File: config.mk
export PLATFORM = sky130hd
export DESIGN_NAME = wdt_device_flat
export DESIGN_NICKNAME = d
export VERILOG_FILES = /design/src/wdt_pkg.sv /design/src/wdt_port_if.sv /design/src/wdt_device.sv /design/src/wdt_sec_ticker.sv /design/src/flat_wrapper.sv
export VERILOG_INCLUDE_DIRS = /design/src
export SDC_FILE = /design/constraint.sdc
export NUM_CORES = 1
export LEC_CHECK = 0
export BUFFER_PORTS_ARGS = -buffer_cell sky130_fd_sc_hd__buf_2
export CAP_MARGIN = 20
export CELL_PAD_IN_SITES_DETAIL_PLACEMENT = 1
export CELL_PAD_IN_SITES_GLOBAL_PLACEMENT = 1
export CORE_MARGIN = 2
export CORE_UTILIZATION = 48
export DETAILED_ROUTE_END_ITERATION = 8
export GPL_ROUTABILITY_DRIVEN = 0
export HOLD_SLACK_MARGIN = 0.08
export PLACE_DENSITY_LB_ADDON = 0.1
export SLEW_MARGIN = 10
export SYNTH_ARGS = -nofsm -noshare
export SYNTH_HDL_FRONTEND = slang
export SYNTH_SLANG_ARGS = --single-unit
export TNS_END_PERCENT = 1
File: constraint.sdc
create_clock -name REF_CLK -period 2.8 [get_ports REF_CLK]
set_input_delay 0.28 -clock REF_CLK [delete_from_list [all_inputs] [get_ports REF_CLK]]
set_output_delay 0.28 -clock REF_CLK [all_outputs]
set_load 0.05 [all_outputs]
File: src/wdt_cfg.svh
// offsets, field positions, reset values and timing counts
`ifndef WDT_CFG_SVH
`define WDT_CFG_SVH

// clock and counting unit
`define REF_CLK_HZ 10000000
`define WDT_SEC_PER_TICK 1
`define WDT_SEC_PER_MIN 60

// i/o port pair on the host bus
`define IO_INDEX_PORT 16'h002e
`define IO_DATA_PORT 16'h002f

// key bytes written to the index port
`define KEY_UNLOCK 8'h87
`define KEY_LOCK 8'haa

// configuration register indices
`define REG_LDN 8'h07
`define REG_PIN 8'h2d
`define REG_ACT 8'h30
`define REG_MODE 8'hf5
`define REG_COUNT 8'hf6

// logical device number of the watchdog
`define WDT_LDN 8'h08

// field positions
`define PIN_ROUTE_BIT 0
`define ACT_EN_BIT 0
`define MODE_MIN_BIT 3
`define MODE_RST_BIT 4

// reset and fixed values
`define PIN_SEL_RST 8'h01
`define LOCKED_RDATA 8'hff

// host controller apb map
`define HOST_CMD 12'h000
`define HOST_STATUS 12'h004
`define HOST_INT_ST 12'h008
`define HOST_INT_MASK 12'h00c

// host command and status fields
`define CMD_PORT_BIT 8
`define CMD_READ_BIT 9
`define ST_BUSY_BIT 0
`define ST_RDATA_LSB 8
`define ST_IRQ_BIT 16
`define ST_RST_BIT 17
`define INT_DONE_BIT 0
`define INT_WDT_BIT 1

`endif

File: src/wdt_pkg.sv
// types shared by the watchdog device end and the host controller
package wdt_pkg;

  typedef struct packed {
    logic [31:0] cnt;
    logic tick;
  } ticker_state_t;

  typedef struct packed {
    logic key_seen;
    logic cfg_open;
    logic [7:0] index;
    logic [7:0] ldn;
    logic [7:0] pin_sel;
    logic [7:0] act;
    logic [7:0] mode;
    logic [7:0] count;
    logic [5:0] sub;
    logic flag;
    logic [7:0] rdata;
    logic ack;
  } dev_state_t;

  typedef enum logic [1:0] {
    H_IDLE,
    H_STROBE,
    H_WAIT
  } host_fsm_t;

  typedef struct packed {
    host_fsm_t state;
    logic [15:0] addr;
    logic [7:0] wdata;
    logic rd;
    logic [7:0] rdata;
    logic [1:0] int_st;
    logic [1:0] int_mask;
    logic alarm_prev;
  } host_state_t;

endpackage

File: src/wdt_port_if.sv
// i/o port bus and alarm lines between host controller and watchdog
`timescale 1ns/1ps
interface wdt_port_if;
  logic [15:0] io_addr;
  logic io_wr;
  logic io_rd;
  logic [7:0] io_wdata;
  logic [7:0] io_rdata;
  logic io_ack;
  logic wdt_irq;
  logic wdt_rst;

  modport dev (
    input io_addr,
    input io_wr,
    input io_rd,
    input io_wdata,
    output io_rdata,
    output io_ack,
    output wdt_irq,
    output wdt_rst
  );

  modport host (
    output io_addr,
    output io_wr,
    output io_rd,
    output io_wdata,
    input io_rdata,
    input io_ack,
    input wdt_irq,
    input wdt_rst
  );
endinterface

File: src/wdt_device.sv
// watchdog logical device behind an index/data i/o port pair
//
// Register access over APB was decided locally.
`include "wdt_cfg.svh"
`timescale 1ns/1ps
module wdt_device #(
  parameter int unsigned CYC_PER_UNIT = `WDT_SEC_PER_TICK * `REF_CLK_HZ
) (
  // clock and reset
  input wire logic REF_CLK,
  input wire logic ARST_N,
  // host i/o port bus
  wdt_port_if.dev PORT,
  // shared pin, low while timed out and routed
  output logic WATCHDOG_TIMEOUT_OUTPUT_N
);
  wdt_pkg::dev_state_t s_r;
  wdt_pkg::dev_state_t s_nxt;

  logic sec_tick;
  logic tick_clr;
  logic running;
  logic unit_tick;
  logic expire;
  logic load_cnt;
  logic sel_idx;
  logic sel_dat;
  logic wr_idx;
  logic wr_dat;
  logic rd_dat;

  localparam logic [5:0] LAST_SEC = 6'(`WDT_SEC_PER_MIN - 1);

  // device-specific registers only answer for the watchdog device
  function automatic logic wdt_selected(input logic [7:0] ldn);
    wdt_selected = (ldn == `WDT_LDN);
  endfunction

  function automatic logic [7:0] reg_read(input wdt_pkg::dev_state_t st);
    logic [7:0] v;
    v = 8'h00;
    if (st.index == `REG_LDN) begin
      v = st.ldn;
    end else if (st.index == `REG_PIN) begin
      v = st.pin_sel;
    end else if (wdt_selected(st.ldn)) begin
      if (st.index == `REG_ACT) begin
        v = st.act;
      end else if (st.index == `REG_MODE) begin
        v = st.mode;
      end else if (st.index == `REG_COUNT) begin
        v = st.count;
      end
    end
    reg_read = v;
  endfunction

  // address decode of the port pair
  assign sel_idx = (PORT.io_addr == `IO_INDEX_PORT);
  assign sel_dat = (PORT.io_addr == `IO_DATA_PORT);
  assign wr_idx = PORT.io_wr && sel_idx;
  assign wr_dat = PORT.io_wr && sel_dat;
  assign rd_dat = PORT.io_rd && sel_dat;

  // a zero count means stopped, never expired
  assign running = s_r.act[`ACT_EN_BIT] && (s_r.count != 8'h00);

  assign load_cnt = wr_dat && s_r.cfg_open && wdt_selected(s_r.ldn) &&
                    (s_r.index == `REG_COUNT);

  // restart the unit so a reload gets a full first unit
  assign tick_clr = load_cnt || !running;

  wdt_sec_ticker #(
    .CYC(CYC_PER_UNIT)
  ) u_ticker (
    .clk(REF_CLK),
    .arst_n(ARST_N),
    .clr(tick_clr),
    .tick(sec_tick)
  );

  // unit selection: seconds pass straight, minutes count 60 of them
  always_comb begin
    unit_tick = 1'b0;
    if (sec_tick) begin
      if (s_r.mode[`MODE_MIN_BIT]) begin
        unit_tick = (s_r.sub == LAST_SEC);
      end else begin
        unit_tick = 1'b1;
      end
    end
  end

  assign expire = running && unit_tick && (s_r.count == 8'h01);

  always_comb begin
    s_nxt = s_r;
    s_nxt.ack = 1'b0;

    // seconds within the current minute
    if (load_cnt || !running) begin
      s_nxt.sub = 6'h00;
    end else if (sec_tick && s_r.mode[`MODE_MIN_BIT]) begin
      if (s_r.sub == LAST_SEC) begin
        s_nxt.sub = 6'h00;
      end else begin
        s_nxt.sub = s_r.sub + 6'h01;
      end
    end

    // countdown in whole units
    if (running && unit_tick) begin
      s_nxt.count = s_r.count - 8'h01;
    end
    if (expire) begin
      s_nxt.flag = 1'b1;
    end

    // every index write and data port access is acknowledged, locked or not; index port reads are not
    if (wr_idx || wr_dat || rd_dat) begin
      s_nxt.ack = 1'b1;
    end

    // index port: keys while locked, index or lock key while open
    if (wr_idx) begin
      if (!s_r.cfg_open) begin
        if (s_r.key_seen && (PORT.io_wdata == `KEY_UNLOCK)) begin
          s_nxt.cfg_open = 1'b1;
          s_nxt.key_seen = 1'b0;
        end else begin
          s_nxt.key_seen = (PORT.io_wdata == `KEY_UNLOCK);
        end
      end else if (PORT.io_wdata == `KEY_LOCK) begin
        s_nxt.cfg_open = 1'b0;
      end else begin
        s_nxt.index = PORT.io_wdata;
      end
    end

    // a data access breaks a pending key pair
    if (wr_dat || rd_dat) begin
      s_nxt.key_seen = 1'b0;
    end

    // locked reads float high, as an idle bus would
    if (rd_dat) begin
      if (s_r.cfg_open) begin
        s_nxt.rdata = reg_read(s_r);
      end else begin
        s_nxt.rdata = `LOCKED_RDATA;
      end
    end

    // data port writes, ignored while locked
    if (wr_dat && s_r.cfg_open) begin
      if (s_r.index == `REG_LDN) begin
        s_nxt.ldn = PORT.io_wdata;
      end else if (s_r.index == `REG_PIN) begin
        s_nxt.pin_sel = PORT.io_wdata;
      end else if (wdt_selected(s_r.ldn)) begin
        if (s_r.index == `REG_ACT) begin
          s_nxt.act = PORT.io_wdata;
        end else if (s_r.index == `REG_MODE) begin
          s_nxt.mode = PORT.io_wdata;
        end
      end
    end

    // reload clears a standing timeout; an expiry in the same cycle wins
    if (load_cnt) begin
      s_nxt.count = PORT.io_wdata;
      s_nxt.flag = expire;
    end
  end

  always_ff @(posedge REF_CLK or negedge ARST_N) begin
    if (!ARST_N) begin
      s_r <= '0;
      s_r.pin_sel <= `PIN_SEL_RST;
    end else begin
      s_r <= s_nxt;
    end
  end

  assign PORT.io_rdata = s_r.rdata;
  assign PORT.io_ack = s_r.ack;

  // one flag, steered to interrupt or reset by the mode register
  assign PORT.wdt_irq = s_r.flag && !s_r.mode[`MODE_RST_BIT];
  assign PORT.wdt_rst = s_r.flag && s_r.mode[`MODE_RST_BIT];

  // pin stays high unless the timeout is routed onto it
  assign WATCHDOG_TIMEOUT_OUTPUT_N =
    !(s_r.flag && !s_r.pin_sel[`PIN_ROUTE_BIT]);
endmodule

File: src/wdt_sec_ticker.sv
// one-cycle tick every CYC clocks, restartable
`include "wdt_cfg.svh"
`timescale 1ns/1ps
module wdt_sec_ticker #(
  parameter int unsigned CYC = `REF_CLK_HZ
) (
  // clock and reset
  input wire logic clk,
  input wire logic arst_n,
  // control
  input wire logic clr,
  // tick out
  output logic tick
);
  wdt_pkg::ticker_state_t s_r;
  wdt_pkg::ticker_state_t s_nxt;

  always_comb begin
    s_nxt = s_r;
    s_nxt.tick = 1'b0;
    if (clr) begin
      s_nxt.cnt = 32'h00000000;
    end else if (s_r.cnt == 32'(CYC - 1)) begin
      s_nxt.cnt = 32'h00000000;
      s_nxt.tick = 1'b1;
    end else begin
      s_nxt.cnt = s_r.cnt + 32'h00000001;
    end
  end

  always_ff @(posedge clk or negedge arst_n) begin
    if (!arst_n) begin
      s_r <= '0;
    end else begin
      s_r <= s_nxt;
    end
  end

  assign tick = s_r.tick;
endmodule

File: src/flat_wrapper.sv
// flat-port wrapper written by rule: the top's interface ports become plain ports
module wdt_device_flat 
#(
  parameter int unsigned CYC_PER_UNIT = `WDT_SEC_PER_TICK * `REF_CLK_HZ
)
  (REF_CLK, ARST_N, WATCHDOG_TIMEOUT_OUTPUT_N, PORT_io_addr, PORT_io_wr, PORT_io_rd, PORT_io_wdata, PORT_io_rdata, PORT_io_ack, PORT_wdt_irq, PORT_wdt_rst);
  wdt_port_if PORT_i ();
  input wire logic REF_CLK;
  input wire logic ARST_N;
  output logic WATCHDOG_TIMEOUT_OUTPUT_N;
  input wire logic [$bits(PORT_i.io_addr)-1:0] PORT_io_addr;
  input wire logic [$bits(PORT_i.io_wr)-1:0] PORT_io_wr;
  input wire logic [$bits(PORT_i.io_rd)-1:0] PORT_io_rd;
  input wire logic [$bits(PORT_i.io_wdata)-1:0] PORT_io_wdata;
  output wire logic [$bits(PORT_i.io_rdata)-1:0] PORT_io_rdata;
  output wire logic [$bits(PORT_i.io_ack)-1:0] PORT_io_ack;
  output wire logic [$bits(PORT_i.wdt_irq)-1:0] PORT_wdt_irq;
  output wire logic [$bits(PORT_i.wdt_rst)-1:0] PORT_wdt_rst;
  assign PORT_i.io_addr = PORT_io_addr;
  assign PORT_i.io_wr = PORT_io_wr;
  assign PORT_i.io_rd = PORT_io_rd;
  assign PORT_i.io_wdata = PORT_io_wdata;
  assign PORT_io_rdata = PORT_i.io_rdata;
  assign PORT_io_ack = PORT_i.io_ack;
  assign PORT_wdt_irq = PORT_i.wdt_irq;
  assign PORT_wdt_rst = PORT_i.wdt_rst;
  wdt_device #(.CYC_PER_UNIT(CYC_PER_UNIT)) u_core (.REF_CLK(REF_CLK), .ARST_N(ARST_N), .PORT(PORT_i), .WATCHDOG_TIMEOUT_OUTPUT_N(WATCHDOG_TIMEOUT_OUTPUT_N));
endmodule
==> results_dict.tcl, run 1 <==
set metrics [dict create \
    ant_nets 0 \
    nNetsFinal 564 \
    final.setup.worst_slack_ns 0.5345 \
    cts_buffer_depth 2 \
    core-area_um2 10420 \
    worstSetupStartpoint "u_core.s_r[61]$_DFFE_PN0P_" \
    placedInstanceArea_um2 5554 \
    cts.sinks 99 \
    synth_top_area_share_pct 47.27 \
    drive_above_1_share_pct 25.75 \
    clock_skew_ns 0.01839 \
    setup-tns-final_ns 0 \
    drc 0 \
    power_density_nw_per_um2 410.3 \
    grt_usage_pct 24.39 \
    drt_first_pass_iters 4 \
    ys.warnings.count 0 \
    rr_startpoint "u_core.s_r[61]$_DFFE_PN0P_" \
    synth_area_leaders "dfrtp_1 47%, mux2_2 9.6%, nor2_1 4.4%, xor2_1 3.5%, nand4_1 2.7%" \
    initial_core_util_pct 49.80 \
    power_mw 2.351 \
    reg2reg_slack_ns 0.53 \
    grt_pass1_wl_um 21690 \
    synth-seq-cells 99 \
    hold_path_startpoint "PORT_io_addr[1]" \
    grt_pass1_vias 4048 \
    multi_input_area_um2 2547 \
    status "finished, final reports clean" \
    async_flop_share_pct 100.0 \
    syn_to_final_growth_pct 10.47 \
    clkTransAtPathRegs_ns 0.08 \
    dp_slack_ns 0.4122 \
    fillerInstances 1172 \
    antenna_found_initial 0 \
    max_freq_mhz 441.4 \
    crit_fanout 9 \
    insertion_delay_ns 0.39 \
    dpl.hpwl_um 9332 \
    p_leak_nw 2.490 \
    seq_area_um2 2479 \
    yosysTopAreaCell "dfrtp_1" \
    start_kind "register" \
    crit_arrival_ns 2.54 \
    grt_remaining_overflow 0 \
    tightest_slew_ns 0.7288 \
    slew_viol_final 0 \
    vias 3944 \
    ios 40 \
    endpoint_kind "register" \
    hold_viol 0 \
    synth_nets 517 \
    fin_area_um2 5731 \
    critical_path_class "reg -> reg" \
    drv_cap 0 \
    root_buffer "clkbuf_8" \
    wl_per_cell_um 19.40 \
    synth-edff-count 0 \
    hold_ws_ns 0.2334 \
    synthCells 484 \
    die_height_um 108.0 \
    setup_viol 0 \
    antenna_cells 0 \
    ir_drop_mv 0.4385 \
    layout_min_cycle_time_ns 2.265 \
    cts_max_level 3 \
    rsz0062_at_grt "false" \
    synthFlopType "dfrtp_1" \
    ys_types 64 \
    grt_max_degree 57 \
    relSlewSlack_pct 50.97 \
    cts_made_buffers 9 \
    period_share_pct 80.91 \
    first_iter_violations 184 \
    hp-class "in -> reg" \
    synth_commonest_cells "98 x dfrtp_1, 61 x nor2_1, 44 x mux2_2" \
    ys_seq_area_share_pct 47.78 \
    post-synth-top-count-cell "dfrtp_1" \
    critPathRequiredTime_ns 3.07 \
    synthesis.area_um2 5187 \
    syn_avg_cell_area_um2 10.72 \
    avgViaCountPerCell 5.869 \
    cts.repair.resized 0 \
    fp-row-count 37 \
    design.die.area_um2 11650 \
    cts_tree "built" \
    drt_wl_total_um 13040 \
    die_w_um 108.0 \
    io_buffers 39 \
]
-- per-layer routing --
layer,vias to the layer above,track usage [%],routed length (um)
met5,-,0,0
met4,0,6.319,145
met3,11,4.581,519
met2,74,36.21,5931
met1,1997,36.79,6442
li1,1862,-,-
-- layout by cell type, fill, tap and decap left out, types with 3 or more instances in the layout --
cell,n
xnor2_1,15
mux2_2,44
inv_1,9
clkinv_2,5
a21oi_1,13
nand4_1,22
buf_2,38
clkbuf_8,9
a22o_1,6
buf_4,12
nand2_1,32
o21ai_0,5
xor2_1,21
nor3_1,8
nor2_1,61
nand3_1,23
and4_1,5
nor4b_1,4
nand2b_1,3
nor4_1,8
a211oi_1,3
a31o_2,4
dfrtp_1,98
nor2_2,3
and2_1,5
and3_1,7
a311oi_1,5
o2bb2ai_1,4
ha_1,5
or3_1,4
a22oi_1,6
-- layout make-up --
cell class | instances | share of cell area, %
multi-input combinational | 358 | 44.45
inverter | 10 | 0.6550
tap | 136 | 2.969
sequential | 99 | 43.25
clock buffer | 9 | 2.162
timing repair buffer | 53 | 5.764
clock inverter | 7 | 0.7424
-- repair_timing --
item	in CTS	in global routing
hold buffers	1	0
setup buffers	0	0
hold endpoints to repair	43	0
-- sequential cells by signal, indices dropped and copies added (netlist names) --
name,count
u_core.PORT.io_rdata,8
u_core.u_ticker.tick,1
u_core.PORT.io_ack,1
u_core.u_ticker.s_r,32
u_core.s_r,57
-- worst paths after layout --
kind	end	cells after the start
worst max-delay path	u_core.s_r[48]$_DFFE_PN0P_	4
min in group asynchronous	u_core.s_r[10]$_DFFE_PN0P_	2
worst min register to register	u_core.s_r[39]$_DFFE_PN0P_	1
worst min-delay path	u_core.PORT.io_ack$_DFF_PN0_	3
worst max register to register	u_core.s_r[48]$_DFFE_PN0P_	4
max in group asynchronous	u_core.s_r[40]$_DFFE_PN1P_	3
-- per-stage QoR --
| stage | util (%) | instances |
|---|---|---|
| 5_1_grt | 55.02 | 672 |
| 6_report | 55.02 | 672 |
| 4_1_cts | 55.02 | 672 |
| 2_1_floorplan | - | 484 |
| 3_3_place_gp | 53.32 | 655 |
| 3_5_place_dp | 53.32 | 655 |
-- report_power, final --
group	internal [mW]	total (mW)	switching (mW)	leakage, nW
combinational	0.0220	0.0828	0.0608	1.02
clock	0.320	0.840	0.520	0.0929
sequential	1.43	1.43	0.0000359	1.38
-- critical path, stage by stage, from the launching register on --
cell and delay, ns:
dfrtp_1 0.42, or4b_1 0.57, nor2_2 0.34, and3_1 0.44, mux2_2 0.38
-- logic make-up after synthesis --
group	share of synthesized area (%)
and+or+nand+nor	22.87
DFF	47.78
AOI/OAI and AO/OA	8.008
muxes	10.95
xor gates and xnor gates	6.078
buffers and inverters	3.111
adders and majority gates	1.206
Note: power is estimated with default switching activity, not from simulation.
==> inputs of run 2 (changes only) <==
- clock period: 2.8 -> 2.2 ns (I/O delays scaled with it)
==> run 2 against run 1 <==
  * Sequential power up 27%
  * Non-clock buffer count is 20 higher
  * Final cell count up 3.0%
  * Critical endpoint is now u_core.s_r[38]$_DFFE_PN0P_
==> results_dict.tcl, run 2 (synthesis results as in run 1) <==
set metrics [dict create \
    status "finished, final reports clean" \
    p_switching_uw 733.4 \
    antenna_found_initial 0 \
    root_buffer "clkbuf_8" \
    start_kind "register" \
    relSlewSlack_pct 55.74 \
    dp_cells 674 \
    clock_skew_ns 0.01133 \
    grt_usage_pct 25.18 \
    hold_viol 0 \
    crit_chain "nor4b_2, nand2_1, a21oi_4, nand3_4, mux2_4" \
    drt_first_pass_iters 4 \
    p_leak_nw 2.623 \
    slowest_stage "dfrtp_1" \
    drc 0 \
    grt_remaining_overflow 0 \
    swShare_pct 21.96 \
    drv_cap 0 \
    grt_pass1_vias 4305 \
    wl_per_cell_um 19.79 \
    p_int_mw 2.606 \
    rsz0062_at_grt "false" \
    tightest_slew_ns 0.6554 \
    largest-register "u_core.s_r" \
    io_buffers 39 \
    drt_wl_total_um 13690 \
    layout_common_cells "98 x dfrtp_1, 61 x nor2_1, 44 x mux2_2" \
    stdcell_count 692 \
    fp-row-count 37 \
    dpl.hpwl_um 10000 \
    placedInstanceArea_um2 5709 \
    nNetsFinal 584 \
    hold_ws_ns 0.1700 \
    ios 40 \
    syn_to_final_growth_pct 15.75 \
    fillerInstances 1140 \
    critPathRequiredTime_ns 2.46 \
    cts_made_buffers 9 \
    seqPwrFrac_pct 54.4 \
    drive_above_1_share_pct 28.96 \
    cp_slowest_stage_delay_ns 0.45 \
    layout_min_cycle_time_ns 2.114 \
    slew_viol_final 0 \
    crit_fanout 8 \
    period_share_pct 96.11 \
    critical_path_class "reg -> reg" \
    crit_arrival_ns 2.38 \
    largest_reg_flops 57 \
    grt_max_degree 59 \
    grt_pass1_wl_um 22490 \
    cts_tree "built" \
    max_freq_mhz 472.9 \
    reg2reg_slack_ns 0.09 \
    avgViaCountPerCell 5.863 \
    final_common_cell "dfrtp_1" \
    cts_max_level 3 \
    power_density_nw_per_um2 556.2 \
    p_comb_share_pct 3.2 \
    design.die.area_um2 11650 \
    ir_drop_mv 0.3058 \
    ant_nets 0 \
    p_clk_share_pct 42.3 \
    cts_buffer_depth 2 \
    fin_area_um2 6005 \
    die_w_um 108.0 \
    setup_viol 0 \
    vias 4057 \
    antenna_cells 0 \
    core-area_um2 10420 \
    die_height_um 108.0 \
    initial_core_util_pct 49.80 \
    endpoint_kind "register" \
    hp-class "in -> async" \
    first_iter_violations 271 \
    cts.sinks 99 \
    clkTransAtPathRegs_ns 0.10 \
    insertion_delay_ns 0.38 \
]
[run 2: metrics by stage]
stage | power [mW] | setup WS [ns] | util (%) | TNS [ns]
6_report | 3.340 | 0.08554 | 57.65 | 0
5_1_grt | 3.476 | 0.01619 | 57.65 | 0
4_1_cts | 3.377 | 0.006902 | 57.29 | 0
3_5_place_dp | 1.962 | -0.02185 | 54.81 | -0.05880
3_3_place_gp | 1.959 | 0.05181 | 54.81 | 0
2_1_floorplan | 1.865 | 0.2450 | - | 0
[run 2: final cells by class]
type	instances	area, um2	share of cell area, %
multi-input combinational	358	2584	43.03
sequential	99	2479	41.28
timing repair buffer	73	493.0	8.210
tap	136	170.2	2.834
clock buffer	10	127.6	2.125
clock inverter	6	113.9	1.896
inverter	10	37.54	0.6251
[run 2: repair_timing]
action                                  4_1_cts  5_1_grt
setup buffers                                 0        1
endpoints found under the hold margin        98        0
endpoints found under the setup margin       16       33
gates resized for setup                       1        5
pin swaps                                     0        2
hold buffers                                  1        0
[run 2: power groups by stage]
| stage | clock, mW | combinational (mW) | sequential, mW |
|---|---|---|---|
| 5_1_grt | 1.54 | 0.119 | 1.82 |
| 2_1_floorplan | 0 | 0.00973 | 1.85 |
| 3_3_place_gp | 0 | 0.105 | 1.85 |
| 3_5_place_dp | 0 | 0.108 | 1.85 |
| 4_1_cts | 1.45 | 0.110 | 1.82 |
| 6_report | 1.41 | 0.108 | 1.82 |
[run 2: worst paths after layout]
path                                                   from                               end  cells past startpoint
hold / removal                                       ARST_N        u_core.s_r[15]$_DFFE_PN0P_                      2
min in group REF_CLK                        PORT_io_addr[1]      u_core.PORT.io_ack$_DFF_PN0_                      3
hold reg to reg            u_core.u_ticker.s_r[1]$_DFF_PN0_  u_core.u_ticker.s_r[1]$_DFF_PN0_                      1
max in group asynchronous                            ARST_N        u_core.s_r[30]$_DFFE_PN0P_                      3
setup / recovery                 u_core.s_r[48]$_DFFE_PN0P_        u_core.s_r[38]$_DFFE_PN0P_                      5
setup reg to reg                 u_core.s_r[48]$_DFFE_PN0P_        u_core.s_r[38]$_DFFE_PN0P_                      5
[run 2: routing by layer]
layer / vias up / GRT usage (%) / share of wire (%)
li1: 1888 / - / -
met1: 2077 / 35.76 / 48
met2: 69 / 38.95 / 47
met3: 23 / 4.159 / 3.6
met4: 0 / 9.341 / 2.2
met5: - / 0 / 0
[run 2: worst max-delay path: cells and delay by family, from the launching register on]
| family | cells | cell delay, ns |
|---|---|---|
| multiplexers | 1 | 0.35 |
| AND/OR/NAND/NOR | 3 | 0.88 |
| AO/OA/AOI/OAI | 1 | 0.32 |
| flip-flops | 1 | 0.45 |
